File: src/adcc_pkg.sv
// constants and types shared by the converter control block
package adcc_pkg;

  // register offsets on the plain register port
  localparam logic [2:0] ADDR_STATUS_CONTROL_ONE = 3'h0;
  localparam logic [2:0] ADDR_STATUS_CONTROL_TWO = 3'h1;
  localparam logic [2:0] ADDR_RESULT_HIGH_BYTE = 3'h2;
  localparam logic [2:0] ADDR_RESULT_LOW_BYTE = 3'h3;
  localparam logic [2:0] ADDR_COMPARE_VALUE_HIGH = 3'h4;
  localparam logic [2:0] ADDR_COMPARE_VALUE_LOW = 3'h5;
  localparam logic [2:0] ADDR_CONVERTER_CONFIGURATION = 3'h6;

  // converter_configuration fields
  localparam int CFG_LOW_POWER_BIT = 7;
  localparam int CFG_DIV_LSB = 5;
  localparam int CFG_LONG_SAMPLE_BIT = 4;
  localparam int CFG_MODE_LSB = 2;
  localparam int CFG_CLK_LSB = 0;

  // status_control_two fields
  localparam int SC2_ACTIVE_BIT = 7;
  localparam int SC2_TRIGGER_BIT = 6;
  localparam int SC2_CMP_EN_BIT = 5;
  localparam int SC2_CMP_DIR_BIT = 4;

  // status_control_one fields
  localparam int SC1_COMPLETE_BIT = 7;
  localparam int SC1_IRQ_EN_BIT = 6;
  localparam int SC1_CONTINUOUS_BIT = 5;
  localparam int SC1_CHANNEL_LSB = 0;

  // field encodings
  localparam logic [1:0] MODE_10BIT = 2'h2;
  localparam logic [1:0] CLK_BUS = 2'h0;
  localparam logic [1:0] CLK_BUS_HALF = 2'h1;
  localparam logic [1:0] CLK_ALT = 2'h2;
  localparam logic [1:0] CLK_ASYNC = 2'h3;
  localparam logic [4:0] CHANNEL_OFF = 5'h1F;

  // reset values
  localparam logic [7:0] RST_CONFIGURATION = 8'h00;
  localparam logic [7:0] RST_STATUS_CONTROL_ONE = 8'h1F;
  localparam logic [7:0] RST_STATUS_CONTROL_TWO = 8'h00;
  localparam logic [9:0] RST_RESULT = 10'h000;
  localparam logic [9:0] RST_COMPARE = 10'h000;

  // full-scale and zero-scale codes
  localparam logic [9:0] FULL_SCALE_10 = 10'h3FF;
  localparam logic [9:0] FULL_SCALE_8 = 10'h0FF;
  localparam logic [9:0] ZERO_SCALE = 10'h000;

  // sample window in tenths of conversion clock cycles, rounded up to whole ticks
  localparam int SAMPLE_SHORT_X10 = 35;
  localparam int SAMPLE_LONG_X10 = 235;
  localparam logic [4:0] SAMPLE_SHORT_TICKS = 5'((SAMPLE_SHORT_X10 + 9) / 10);
  localparam logic [4:0] SAMPLE_LONG_TICKS = 5'((SAMPLE_LONG_X10 + 9) / 10);

  // approximation steps per resolution
  localparam logic [4:0] STEPS_10BIT = 5'h0A;
  localparam logic [4:0] STEPS_8BIT = 5'h08;

  typedef enum logic [1:0] {
    ST_IDLE,
    ST_SAMPLE,
    ST_CONVERT
  } adcc_phase_t;

  typedef struct packed {
    adcc_phase_t phase;
    logic [7:0] cfg;
    logic trg_hw;
    logic cmp_en;
    logic cmp_gt;
    logic conversion_complete_flag;
    logic complete_irq_enable;
    logic continuous_select;
    logic [4:0] ch;
    logic [9:0] cmp_val;
    logic [9:0] result;
    logic half_read;
    logic [7:0] rdata;
    logic irq;
    logic sample;
    logic [4:0] chan_out;
    logic low_power;
    logic [2:0] trig_sync;
    logic [2:0] alt_sync;
    logic [2:0] ack_sync;
    logic bus_half;
    logic [2:0] div_cnt;
    logic [4:0] cnt;
    logic [9:0] code;
    logic stop3_d;
  } adcc_state_t;

endpackage

File: src/adcc_ctrl.sv
// control logic of the successive-approximation converter
//
// Contract
// - stop3 without async clock aborts conversion, returns to idle.
// - result registers keep their values across stop3.
// - after such stop3, no restart until a new trigger.
// - with async clock, conversion in progress finishes during stop3.
// - in async stop3, only hardware trigger or continuous mode starts.
// - completion in stop3 sets flag and raises interrupt if enabled.
// - stop1/stop2 disable converter; all registers return to reset.
// - configuration holds low power, divider, long sample, mode, clock.
// - mode value 10 selects 10-bit conversions.
// - clock select 00 routes bus clock to the divider.
// - control two bit 7 reads 1 while converting.
// - control two bit 6 selects hardware trigger; 0 is software.
// - control two bit 5 enables compare, bit 4 picks direction.
// - control two bits 3:2 read zero, bits 1:0 written zero.
// - control one bit 7 read-only complete flag, set on completion.
// - control one bit 6 enables completion interrupt.
// - control one bit 5 continuous; clear means one per trigger.
// - control one bits 4:0 choose the input channel.
// - input at or beyond references saturates to full or zero scale.
// - sample window 3.5 or 23.5 conversion clock cycles; the code rounds up to 4 or 24.
// - in 10-bit mode, high read without low read blocks and discards new result.
// - control one write aborts; restarts in software trigger mode unless channel all ones.
`timescale 1ns/1ns
module adcc_ctrl (
  input wire logic clk_sys_i,
  input wire logic nrst_i,
  input wire logic [2:0] addr_i,
  input wire logic [7:0] wdata_i,
  input wire logic wr_i,
  input wire logic rd_i,
  output logic [7:0] rdata_o,
  input wire logic stop3_i,
  input wire logic stop12_i,
  input wire logic hw_trig_i,
  input wire logic alt_clk_i,
  input wire logic async_clk_i,
  input wire logic [10:0] ain_i,
  output logic irq_o,
  output logic sample_o,
  output logic [4:0] channel_o,
  output logic low_power_o
);
  import adcc_pkg::*;

  adcc_state_t r;
  adcc_state_t next_r;
  adcc_state_t rst_val;

  always_comb
  begin
    rst_val = '0;
    rst_val.phase = ST_IDLE;
    rst_val.cfg = RST_CONFIGURATION;
    rst_val.trg_hw = RST_STATUS_CONTROL_TWO[SC2_TRIGGER_BIT];
    rst_val.cmp_en = RST_STATUS_CONTROL_TWO[SC2_CMP_EN_BIT];
    rst_val.cmp_gt = RST_STATUS_CONTROL_TWO[SC2_CMP_DIR_BIT];
    rst_val.conversion_complete_flag = RST_STATUS_CONTROL_ONE[SC1_COMPLETE_BIT];
    rst_val.complete_irq_enable = RST_STATUS_CONTROL_ONE[SC1_IRQ_EN_BIT];
    rst_val.continuous_select = RST_STATUS_CONTROL_ONE[SC1_CONTINUOUS_BIT];
    rst_val.ch = RST_STATUS_CONTROL_ONE[SC1_CHANNEL_LSB +: 5];
    rst_val.chan_out = RST_STATUS_CONTROL_ONE[SC1_CHANNEL_LSB +: 5];
    rst_val.cmp_val = RST_COMPARE;
    rst_val.result = RST_RESULT;
  end

  logic [1:0] div_sel;
  logic [1:0] clk_sel;
  logic is_10bit;
  logic async_sel;
  logic frozen;
  logic stop3_entry;
  logic src_tick;
  logic adck_tick;
  logic [2:0] div_max;
  logic trig_edge;
  logic [4:0] sample_len;
  logic [4:0] steps;
  logic [9:0] sat_code;
  logic [10:0] diff;
  logic cmp_true;
  logic start;
  logic abort;
  logic complete;
  logic transfer;
  logic conversion_complete_flag_clr;

  always_comb
  begin
    next_r = r;
    div_sel = r.cfg[CFG_DIV_LSB +: 2];
    clk_sel = r.cfg[CFG_CLK_LSB +: 2];
    is_10bit = (r.cfg[CFG_MODE_LSB +: 2] == MODE_10BIT);
    async_sel = (clk_sel == CLK_ASYNC);
    // only the async source keeps ticking while stopped
    frozen = stop3_i && !async_sel;
    stop3_entry = stop3_i && !r.stop3_d;
    next_r.stop3_d = stop3_i;

    // pin synchronisers; stage 0 feeds stage 1 only
    next_r.trig_sync = {r.trig_sync[1:0], hw_trig_i};
    next_r.alt_sync = {r.alt_sync[1:0], alt_clk_i};
    next_r.ack_sync = {r.ack_sync[1:0], async_clk_i};
    trig_edge = r.trig_sync[1] && !r.trig_sync[2];

    next_r.bus_half = !r.bus_half;
    unique case (clk_sel)
      CLK_BUS: src_tick = 1'b1;
      CLK_BUS_HALF: src_tick = r.bus_half;
      CLK_ALT: src_tick = r.alt_sync[1] && !r.alt_sync[2];
      CLK_ASYNC: src_tick = r.ack_sync[1] && !r.ack_sync[2];
    endcase
    // divider field, 00 passes source through
    div_max = 3'((4'h1 << div_sel) - 4'h1);
    adck_tick = 1'b0;
    if (src_tick && !frozen)
    begin
      if (r.div_cnt >= div_max)
      begin
        adck_tick = 1'b1;
        next_r.div_cnt = 3'h0;
      end
      else
      begin
        next_r.div_cnt = r.div_cnt + 3'h1;
      end
    end

    sample_len = r.cfg[CFG_LONG_SAMPLE_BIT] ? SAMPLE_LONG_TICKS : SAMPLE_SHORT_TICKS;
    steps = is_10bit ? STEPS_10BIT : STEPS_8BIT;

    if (is_10bit)
      sat_code = ain_i[10] ? FULL_SCALE_10 : ain_i[9:0];
    else
      sat_code = (ain_i[10] || ain_i[9:8] != 2'h0) ? FULL_SCALE_8 : {2'h0, ain_i[7:0]};

    diff = {1'b0, r.code} - {1'b0, r.cmp_val};
    cmp_true = r.cmp_gt ? !diff[10] : diff[10];

    // register writes; the processor is halted in stop, so none arrive then
    abort = 1'b0;
    start = 1'b0;
    conversion_complete_flag_clr = 1'b0;
    if (wr_i)
    begin
      unique case (addr_i)
        ADDR_STATUS_CONTROL_ONE:
        begin
          next_r.complete_irq_enable = wdata_i[SC1_IRQ_EN_BIT];
          next_r.continuous_select = wdata_i[SC1_CONTINUOUS_BIT];
          next_r.ch = wdata_i[SC1_CHANNEL_LSB +: 5];
          // abort then restart in software trigger mode unless channel off
          abort = 1'b1;
          conversion_complete_flag_clr = 1'b1;
          start = !r.trg_hw && (wdata_i[SC1_CHANNEL_LSB +: 5] != CHANNEL_OFF);
        end
        ADDR_STATUS_CONTROL_TWO:
        begin
          next_r.trg_hw = wdata_i[SC2_TRIGGER_BIT];
          next_r.cmp_en = wdata_i[SC2_CMP_EN_BIT];
          next_r.cmp_gt = wdata_i[SC2_CMP_DIR_BIT];
          abort = 1'b1;
        end
        ADDR_COMPARE_VALUE_HIGH:
        begin
          next_r.cmp_val[9:8] = wdata_i[1:0];
          abort = 1'b1;
        end
        ADDR_COMPARE_VALUE_LOW:
        begin
          next_r.cmp_val[7:0] = wdata_i;
          abort = 1'b1;
        end
        ADDR_CONVERTER_CONFIGURATION:
        begin
          next_r.cfg = wdata_i;
          abort = 1'b1;
        end
        default:
        begin
          abort = 1'b0;
        end
      endcase
    end

    // hardware trigger edge starts when idle
    // in async stop3 only hardware trigger or continuous starts
    if (r.trg_hw && trig_edge && !frozen && r.phase == ST_IDLE && r.ch != CHANNEL_OFF)
      start = 1'b1;

    // register reads, answered the following cycle
    next_r.rdata = 8'h00;
    if (rd_i)
    begin
      unique case (addr_i)
        ADDR_STATUS_CONTROL_ONE:
          next_r.rdata = {r.conversion_complete_flag, r.complete_irq_enable, r.continuous_select, r.ch};
        ADDR_STATUS_CONTROL_TWO:
          next_r.rdata = {r.phase != ST_IDLE, r.trg_hw, r.cmp_en, r.cmp_gt, 4'h0};
        ADDR_RESULT_HIGH_BYTE:
        begin
          next_r.rdata = {6'h00, r.result[9:8]};
          // in 10-bit mode a high read opens the blocking window
          if (is_10bit)
            next_r.half_read = 1'b1;
        end
        ADDR_RESULT_LOW_BYTE:
        begin
          next_r.rdata = r.result[7:0];
          next_r.half_read = 1'b0;
          conversion_complete_flag_clr = 1'b1;
        end
        ADDR_COMPARE_VALUE_HIGH:
          next_r.rdata = {6'h00, r.cmp_val[9:8]};
        ADDR_COMPARE_VALUE_LOW:
          next_r.rdata = r.cmp_val[7:0];
        ADDR_CONVERTER_CONFIGURATION:
          next_r.rdata = r.cfg;
        default:
          next_r.rdata = 8'h00;
      endcase
    end

    // conversion sequencer
    complete = 1'b0;
    transfer = 1'b0;
    unique case (r.phase)
      ST_IDLE:
      begin
        next_r.cnt = 5'h00;
      end
      ST_SAMPLE:
      begin
        if (adck_tick)
        begin
          if (r.cnt == sample_len - 5'h01)
          begin
            next_r.code = sat_code;
            next_r.cnt = 5'h00;
            next_r.phase = ST_CONVERT;
          end
          else
          begin
            next_r.cnt = r.cnt + 5'h01;
          end
        end
      end
      ST_CONVERT:
      begin
        // runs on through stop3 when async clock ticks
        if (adck_tick)
        begin
          if (r.cnt == steps - 5'h01)
            complete = 1'b1;
          else
            next_r.cnt = r.cnt + 5'h01;
        end
      end
    endcase

    if (complete)
    begin
      next_r.cnt = 5'h00;
      if (r.cmp_en && !cmp_true)
      begin
        // failed compare: nothing stored, single mode stops
        next_r.phase = r.continuous_select ? ST_SAMPLE : ST_IDLE;
      end
      else if (r.half_read)
      begin
        next_r.phase = ST_SAMPLE;
      end
      else
      begin
        transfer = 1'b1;
        next_r.result = r.cmp_en ? diff[9:0] : r.code;
        next_r.phase = r.continuous_select ? ST_SAMPLE : ST_IDLE;
      end
    end

    // completion sets the flag, winning over a clear
    // completion in stop3 also sets the flag
    if (transfer)
      next_r.conversion_complete_flag = 1'b1;
    else if (conversion_complete_flag_clr)
      next_r.conversion_complete_flag = 1'b0;

    if (abort)
    begin
      next_r.phase = ST_IDLE;
      next_r.cnt = 5'h00;
    end
    if (start)
    begin
      next_r.phase = ST_SAMPLE;
      next_r.cnt = 5'h00;
      next_r.div_cnt = 3'h0;
    end

    // stop3 without async clock abandons the conversion
    // nothing restarts it on exit without a trigger
    if (stop3_entry && !async_sel)
    begin
      next_r.phase = ST_IDLE;
      next_r.cnt = 5'h00;
    end

    next_r.irq = next_r.conversion_complete_flag && next_r.complete_irq_enable;
    next_r.sample = (next_r.phase == ST_SAMPLE);
    next_r.chan_out = next_r.ch;
    next_r.low_power = next_r.cfg[CFG_LOW_POWER_BIT];

    // stop1/stop2 restore every register to reset
    if (stop12_i)
      next_r = rst_val;
  end

  always_ff @(posedge clk_sys_i or negedge nrst_i)
  begin
    if (!nrst_i)
    begin
      r.phase <= ST_IDLE;
      r.cfg <= RST_CONFIGURATION;
      r.trg_hw <= RST_STATUS_CONTROL_TWO[SC2_TRIGGER_BIT];
      r.cmp_en <= RST_STATUS_CONTROL_TWO[SC2_CMP_EN_BIT];
      r.cmp_gt <= RST_STATUS_CONTROL_TWO[SC2_CMP_DIR_BIT];
      r.conversion_complete_flag <= RST_STATUS_CONTROL_ONE[SC1_COMPLETE_BIT];
      r.complete_irq_enable <= RST_STATUS_CONTROL_ONE[SC1_IRQ_EN_BIT];
      r.continuous_select <= RST_STATUS_CONTROL_ONE[SC1_CONTINUOUS_BIT];
      r.ch <= RST_STATUS_CONTROL_ONE[SC1_CHANNEL_LSB +: 5];
      r.cmp_val <= RST_COMPARE;
      r.result <= RST_RESULT;
      r.half_read <= 1'b0;
      r.rdata <= 8'h00;
      r.irq <= 1'b0;
      r.sample <= 1'b0;
      r.chan_out <= RST_STATUS_CONTROL_ONE[SC1_CHANNEL_LSB +: 5];
      r.low_power <= 1'b0;
      r.trig_sync <= 3'h0;
      r.alt_sync <= 3'h0;
      r.ack_sync <= 3'h0;
      r.bus_half <= 1'b0;
      r.div_cnt <= 3'h0;
      r.cnt <= 5'h00;
      r.code <= ZERO_SCALE;
      r.stop3_d <= 1'b0;
    end
    else
    begin
      r <= next_r;
    end
  end

  assign rdata_o = r.rdata;
  assign irq_o = r.irq;
  assign sample_o = r.sample;
  assign channel_o = r.chan_out;
  assign low_power_o = r.low_power;

endmodule // adcc_ctrl

File: config.mk
export PLATFORM = sky130hd
export DESIGN_NAME = adcc_ctrl
export DESIGN_NICKNAME = d
export VERILOG_FILES = /design/src/adcc_pkg.sv /design/src/adcc_ctrl.sv
export SDC_FILE = /design/constraint.sdc
export NUM_CORES = 1
export LEC_CHECK = 0
export ABC_AREA = 1
export BUFFER_PORTS_ARGS = -buffer_cell sky130_fd_sc_hd__clkbuf_2
export CAP_MARGIN = 25
export CORE_ASPECT_RATIO = 0.6
export CORE_UTILIZATION = 60
export CTS_CLUSTER_SIZE = 28
export DETAILED_ROUTE_END_ITERATION = 10
export PLACE_DENSITY_LB_ADDON = 0.05
export SLEW_MARGIN = 15
export SYNTH_ARGS = -nofsm -noshare
export SYNTH_HDL_FRONTEND = slang
export SYNTH_SLANG_ARGS = --single-unit
File: constraint.sdc
create_clock -name clk_sys_i -period 2.3 [get_ports clk_sys_i]
set_input_delay 0.115 -clock clk_sys_i [delete_from_list [all_inputs] [get_ports clk_sys_i]]
set_output_delay 0.115 -clock clk_sys_i [all_outputs]
set_load 0.03 [all_outputs]
==> results of run 1 <==
where the power goes:
group	switching [uW]	internal [uW]
sequential	22.3	1460
combinational	271	124
clock	581	761
logic make-up (layout without fill, tap and decap cells):
kind of cell	Yosys count	in the layout	synth area share
xor+xnor	7	7	0.0129
fa+ha+maj	19	19	0.0515
buf+inv	129	183	0.116
compound gates	122	122	0.161
simple gates	230	230	0.232
flops	81	81	0.427
routing by layer:
| metal | vias to the layer above | part of all wire | GRT usage |
|---|---|---|---|
| met4 | 0 | 0.0089 | 0.0816 |
| met1 | 1991 | 0.47 | 0.557 |
| met2 | 274 | 0.38 | 0.459 |
| met3 | 15 | 0.14 | 0.130 |
| met5 | - | 0 | 0 |
| li1 | 1997 | - | - |
cells in the mapped netlist, types with 7 or more instances:
cell / instances
nor2_1: 60
nor3_1: 10
nand2_1: 99
o22ai_2: 7
o21ai_1: 9
inv_2: 9
o21ai_0: 49
inv_1: 96
dfrtp_1: 76
ha_1: 18
a21oi_1: 17
o22ai_1: 21
nand3_1: 29
buf_4: 13
registers in the layout, summed over array words and instances (netlist names):
signal    cells
sample_o      1
r            67
div_sel       2
irq_o         1
rdata_o       8
clk_sel       2
per-stage QoR:
stage	hold slack [ns]	cells	util	setup slack (ns)	instance area [um^2]
after floorplan	-0.181	588	-	0.449	4760
after global placement	0.131	725	0.676	0.138	5060
after detailed placement	0.136	725	0.676	0.165	5060
after CTS	0.00282	746	0.721	0.130	5390
after global routing	0.0209	746	0.721	0.0244	5390
final	-0.00364	746	0.721	0.167	5390
path summary, 6_finish.rpt:
path,endpoint,start,cells after the start,slack (ns)
max in group asynchronous,r[9],nrst_i,3,1.38
min in group asynchronous,r[7],nrst_i,2,0.30
max reg2reg,r[52],r[1],9,0.17
max,r[52],r[1],9,0.17
min,r[66],wdata_i[0],3,-0.004
min reg2reg,r[19],r[19],1,0.43
cell type report:
type	instances	area (um^2)	area share
well taps	104	130	0.0241
inverters	108	410	0.0761
clock inverters	6	42.5	0.00789
repair buffers	59	355	0.0659
flip-flops and latches	81	2030	0.377
clock buffers	10	239	0.0443
multi-input cells	378	2180	0.405
critical path, delay by kind of cell, from the launching register on:
family	cells	cell delay, ns
compound gates	3	0.58
buf+inv	1	0.06
xor+xnor	1	0.11
flops	1	0.37
fa+ha+maj	2	0.66
simple gates	2	0.23
repair_timing:
| item | in CTS | in global routing |
|---|---|---|
| gates resized for setup | 0 | 1 |
| endpoints found under the setup margin | 0 | 1 |
| endpoints found under the hold margin | 38 | 0 |
| hold buffers | 5 | 0 |
==> summary.txt, run 1 <==
Run status
  – Status: finished, violations left
  – Failing checks: hold timing

Setup path
  – Crit-path cells: inv_1 -> ha_1 -> fa_2 -> nor2_1 -> nor2_1 -> o21ai_0 -> xor2_1 -> o21ai_0 -> o22ai_2
  – Startpoint class of the critical path: flop
  – Crit Path Category: reg -> reg
  – Worst Setup End Kind: flop
  – Critical path data required time: 2.52 ns
  – Crit path max-delay cell type: fa_2
  – CP arrival: 2.35 ns
  – Critical path fanouts, max: 3
  – Critical Path Max Stage Delay: 0.41 ns

Floorplan
  – IO Count: 47
  – Die Y: 71.0 um
  – Row count: 24
  – Die area: 8310 um^2
  – Initial core utilization: 0.637
  – Core area: 7480 um^2
  – Die extent in x: 117 um

Yosys
  – Post-synth cell types: 50
  – Synth area leaders: dfrtp_1 (40%), nand2_1 (7.8%), inv_1 (7.6%)
  – Syn_area_per_cell: 8.10 um^2
  – Seq cells post-synth: 81
  – Synth top area share: 0.399
  – Primary FF master, synth: dfrtp_1
  – Mapped cell area: 4760 um^2
  – Synth Warn #: 0
  – Async SR Flop Fraction: 1.00
  – Register area share after synthesis: 0.427
  – Post-synth EDFFs: 0
  – Post-synthesis net count: 638
  – Cell taking the most area after synthesis: dfrtp_1
  – Synth Instances: 588

STA
  – Setup-failing EPs final: 0
  – FMAX: 469 MHz
  – Unrepaired setup endpoints after global routing: false
  – Crit share post-route: 0.927
  – Skew final: 0.00913 ns
  – Worst rel slew slack: 0.550
  – Setup_tns: 0 ns
  – Final Max Tran Viols: 0
  – Minimum clock period: 2.13 ns
  – Slew @ Worst Pin: 0.675 ns
  – Final Hold Viols: 1
  – Hold WS: -0.00364 ns

Hold path
  – HP Class: in -> reg

Flow run
  – Maximum capacitance violations: 0

Final layout
  – Layout area overhead: 13.2%
  – Filler cells: 601
  – Commonest cells after routing, fill and taps aside: nand2_1 (99), inv_1 (96), dfrtp_1 (76)
  – Layout cells sized above 1: 0.195
  – Antenna diode count: 0
  – Fin nets: 687
  – Most common cell after layout, fill and taps aside: nand2_1

Clock tree
  – CTS root buffer: clkbuf_16
  – Max Root-Sink Buffers: 2
  – CTS H-tree depth: 3
  – Setup bufs post-CTS: 0
  – Clock Latency Late Sink: 0.35 ns
  – Total CTS buffers: 9
  – Worst-path clk slew: 0.06 ns
  – Sink Count: 81
  – CTS tree: built

Global routing
  – Gr ovfl total: 0
  – Vias in the first global route: 3923
  – Initial antenna violation count: 0
  – Global-route wire length before repair: 21300 um
  – Largest net degree at the start of global routing: 43
  – GRT Total Usage: 0.356

Detailed routing
  – DR vias/cell: 5.73
  – Residual DRC: 0
  – Wire length per cell: 17.9 um
  – First-iteration detailed-routing DRC count: 526
  – DR pass1 iterations: 6
  – Via count: 4277
  – Post-DRT Antenna Nets: 0
  – Final WL: 13400 um

Placement
  – Port Buffers: 46
  – DP HPWL: 10400 um
  – Routability cong.: 0.990

Power and ir drop
  – PwrDens: 597 nW/um^2
  – Peak supply drop: 0.000386 V
  – Final Total Pwr: 3220 uW
  – Lkg Pwr: 0.00267 uW
Power figures use the tool's default switching activity.
==> inputs of run 2 (changes only) <==
--- a/config.mk
+++ b/config.mk
@@ -5,7 +5,7 @@
 export SDC_FILE = /design/constraint.sdc
 export NUM_CORES = 1
 export LEC_CHECK = 0
-export ABC_AREA = 1
+export ABC_AREA = 0
 export BUFFER_PORTS_ARGS = -buffer_cell sky130_fd_sc_hd__clkbuf_2
 export CAP_MARGIN = 25
 export CORE_ASPECT_RATIO = 0.6
==> run 2 against run 1 <==
The flow finishes with violations (setup timing). Combinational power is essentially flat. Critical path depth is the same. Routed wire length grew 9.0%.
==> summary.txt, run 2 <==
Power and ir drop
  – Reg power frac: 0.427 (was 0.460)
  – PwrDens: 580 nW/um^2 (was 597 nW/um^2)
  – Combinational Power Share: 0.115 (was 0.123)
  – Peak supply drop: 0.000614 V (was 0.000386 V)
  – Clock power frac: 0.458 (was 0.417)
  – Lkg Pwr: 0.00265 uW (was 0.00267 uW)
  – Sw frac: 0.249 (was 0.272)
  – Cell Int Power: 2580 uW (was 2340 uW)
  – Psw: 856 uW (was 874 uW)
  – Final Total Pwr: 3440 uW (was 3220 uW)

STA
  – Final setup margin: -0.204 ns (was 0.167 ns)
  – Minimum clock period: 2.50 ns (was 2.13 ns)
  – Setup-failing EPs final: 14 (was 0)
  – Unrepaired setup endpoints after global routing: true (was false)
  – Worst rel slew slack: 0.500 (was 0.550)
  – Slew @ Worst Pin: 0.747 ns (was 0.675 ns)
  – Final Max Tran Viols: 0 (unchanged)
  – Crit share post-route: 1.09 (was 0.927)
  – FMAX: 399 MHz (was 469 MHz)
  – Final Hold Viols: 0 (was 1)
  – Skew final: 0.00743 ns (was 0.00913 ns)

Hold path
  – HP Class: in -> reg (unchanged)
  – Hold path depth: 2 (was 3)

Global routing
  – GRT Total Usage: 0.370 (was 0.356)
  – Vias in the first global route: 4160 (was 3923)
  – Global-route wire length before repair: 22900 um (was 21300 um)
  – Gr ovfl total: 0 (unchanged)
  – Largest net degree at the start of global routing: 44 (was 43)
  – Initial antenna violation count: 0 (unchanged)

Floorplan
  – Initial core utilization: 0.640 (was 0.637)
  – IO Count: 47 (unchanged)
  – Row count: 24 (unchanged)
  – Core area: 7510 um^2 (was 7480 um^2)
  – Die extent in x: 117 um (about the same)
  – Die Y: 71.3 um (was 71.0 um)
  – Die area: 8380 um^2 (was 8310 um^2)

Final layout
  – Final core occ: 0.790 (was 0.721)
  – Layout area overhead: 23.5% (was 13.2%)
  – Finished Layout Cells: 707 (was 746)
  – Fin area: 5930 um^2 (was 5390 um^2)
  – Filler cells: 505 (was 601)
  – Layout cells sized above 1: 0.270 (was 0.195)
  – Max reg flops: 67 (unchanged)
  – Largest Register: r (unchanged)
  – Sequential cell area: 2030 um^2 (unchanged)
  – Antenna diode count: 0 (unchanged)
  – Commonest cells after routing, fill and taps aside: dfrtp_1 (76), nand2_1 (62), buf_4 (54) (was nand2_1 (99), inv_1 (96), dfrtp_1 (76))
  – Multi-input logic area: 2640 um^2 (was 2180 um^2)
  – Most common cell after layout, fill and taps aside: dfrtp_1 (was nand2_1)
  – Fin nets: 648 (was 687)

Setup path
  – Worst Setup End Kind: flop (unchanged)
  – R2R Setup Slk: -0.20 ns (was 0.17 ns)
  – Crit-path cells: inv_1 -> ha_2 -> fa_2 -> nor2b_4 -> o2111ai_4 -> a21o_1 -> a2111o_1 -> o211ai_1 -> o31ai_1 (was inv_1 -> ha_1 -> fa_2 -> nor2_1 -> nor2_1 -> o21ai_0 -> xor2_1 -> o21ai_0 -> o22ai_2)
  – Worst-case reg-to-reg path depth: 9 (unchanged)
  – Reg2reg end: r[53] (was r[52])
  – Crit path max-delay cell type: a2111o_1 (was fa_2)
  – Startpoint class of the critical path: flop (unchanged)
  – Worst Setup SP: r[1] (unchanged)
  – Reg-to-reg startpoint: r[1] (unchanged)
  – Top cell family by delay on the critical path: compound AO/OA/AOI/OAI gates (was adder cells)
  – Critical path data required time: 2.51 ns (was 2.52 ns)
  – Critical Path Max Stage Delay: 0.51 ns (was 0.41 ns)
  – CP bufs+invs: 1 (unchanged)
  – Crit Path Category: reg -> reg (unchanged)
  – WP depth: 9 (unchanged)
  – CP arrival: 2.72 ns (was 2.35 ns)
  – CP Capture Point: r[53] (was r[52])
  – Critical path fanouts, max: 5 (was 3)

Run status
  – Status: finished, violations left (unchanged)
  – Failing checks: setup timing (was hold timing)

Placement
  – Port Buffers: 46 (unchanged)
  – Dpl cells: 676 (was 725)
  – DP HPWL: 10600 um (was 10400 um)
  – Area after DPL: 5350 um^2 (was 5060 um^2)
  – Routability cong.: 0.987 (was 0.990)

Detailed routing
  – Via count: 4448 (was 4277)
  – Post-DRT Antenna Nets: 0 (unchanged)
  – DR vias/cell: 6.29 (was 5.73)
  – Wire length per cell: 20.6 um (was 17.9 um)
  – First-iteration detailed-routing DRC count: 591 (was 526)
  – WL met1: 6710 um (was 6260 um)
  – Metal2 WL: 5880 um (was 5100 um)
  – Met3 wire len: 1750 um (was 1870 um)
  – Final WL: 14500 um (was 13400 um)
  – Residual DRC: 0 (unchanged)
  – DR pass1 iterations: 5 (was 6)
  – Top Layer Used: met4 (unchanged)

Clock tree
  – Clock Latency Late Sink: 0.35 ns (about the same)
  – CTS root buffer: clkbuf_16 (unchanged)
  – Total CTS buffers: 9 (unchanged)
  – CTS tree: built (unchanged)
  – Sink Count: 81 (unchanged)
  – Worst-path clk slew: 0.06 ns (about the same)
  – CTS H-tree depth: 3 (unchanged)
  – Max Root-Sink Buffers: 2 (unchanged)

Yosys
  – Synth Instances: 514 (was 588)
  – Post-synth cell types: 64 (was 50)
  – Post-synth EDFFs: 0 (unchanged)
  – Mapped cell area: 4800 um^2 (was 4760 um^2)
  – Seq cells post-synth: 81 (unchanged)
  – Top-count cell post-synth: dfrtp_1 (was nand2_1)
  – Cell taking the most area after synthesis: dfrtp_1 (unchanged)
  – Synth area leaders: dfrtp_1 (40%), nand2_1 (4.8%), a21oi_1 (4.8%) (was dfrtp_1 (40%), nand2_1 (7.8%), inv_1 (7.6%))
  – Top cells by count, synth: dfrtp_1 (76), nand2_1 (62), a21oi_1 (46), nor2_1 (42), nor2b_1 (28) (was nand2_1 (99), inv_1 (96), dfrtp_1 (76), nor2_1 (60), o21ai_0 (49))
  – Primary FF master, synth: dfrtp_1 (unchanged)
  – Syn_area_per_cell: 9.34 um^2 (was 8.10 um^2)
  – Synth Warn #: 0 (unchanged)
  – Register area share after synthesis: 0.423 (was 0.427)
  – Synth top area share: 0.396 (was 0.399)
  – Async SR Flop Fraction: 1.00 (unchanged)
  – Post-synthesis net count: 564 (was 638)

Flow run
  – Maximum capacitance violations: 0 (unchanged)
-- run 2: repair_timing --
| item | CTS | global route |
|---|---|---|
| hold buffers | 5 | 0 |
| gates resized for setup | 5 | 23 |
| gates cloned | 1 | 0 |
| pin swaps | 7 | 6 |
| endpoints found under the setup margin | 17 | 24 |
| hold endpoints to repair | 42 | 0 |
| buffers inserted | 3 | 6 |
-- run 2: how the worst min path moves through the flow --
stage / from / endpoint / slack, ns
after floorplan: nrst_i / clk_sel[0] / -0.18
after CTS: stop3_i / r[0] / 0.04
after detailed placement: nrst_i / r[2] / 0.15
final: stop3_i / r[0] / 0.04
after global placement: nrst_i / r[2] / 0.14
after global routing: stop3_i / r[0] / 0.04
-- run 2: cell families after synthesis --
group                      synth area share
and+or+nand+nor                       0.213
AOI/OAI and AO/OA                     0.210
DFF                                   0.423
buffers and inverters                0.0555
adders and majority gates            0.0511
muxes                                0.0414
xor gates and xnor gates            0.00547
-- run 2: layout make-up --
class	instances	share of cell area
Sequential cell	81	0.343
Clock inverter	6	0.0154
Multi-Input combinational cell	381	0.445
Timing Repair Buffer	107	0.123
Tap cell	104	0.0219
Inverter	18	0.0114
Clock buffer	10	0.0403
-- run 2: stage by stage --
| stage | hold slack [ns] | setup WS (ns) | TNS [ns] |
|---|---|---|---|
| 3_5_place_dp | 0.151 | -0.219 | -2.08 |
| 4_1_cts | 0.0376 | -0.150 | -1.13 |
| 6_report | 0.0405 | -0.204 | -2.03 |
| 3_3_place_gp | 0.143 | -0.108 | -0.757 |
| 2_1_floorplan | -0.181 | -0.0990 | -0.600 |
| 5_1_grt | 0.0423 | -0.270 | -3.16 |
-- run 2: power groups by stage --
stage	logic (uW)	clock network [uW]	registers (uW)
6_report	395	1570	1470
5_1_grt	423	1650	1470
4_1_cts	367	1580	1470
3_5_place_dp	350	0	1490
3_3_place_gp	343	0	1490
2_1_floorplan	202	0	1490
-- run 2: layer usage --
layer | track usage | vias up
met5 | 0 | -
met4 | 0.104 | 0
met3 | 0.123 | 23
met2 | 0.495 | 255
met1 | 0.566 | 2150
li1 | - | 2020
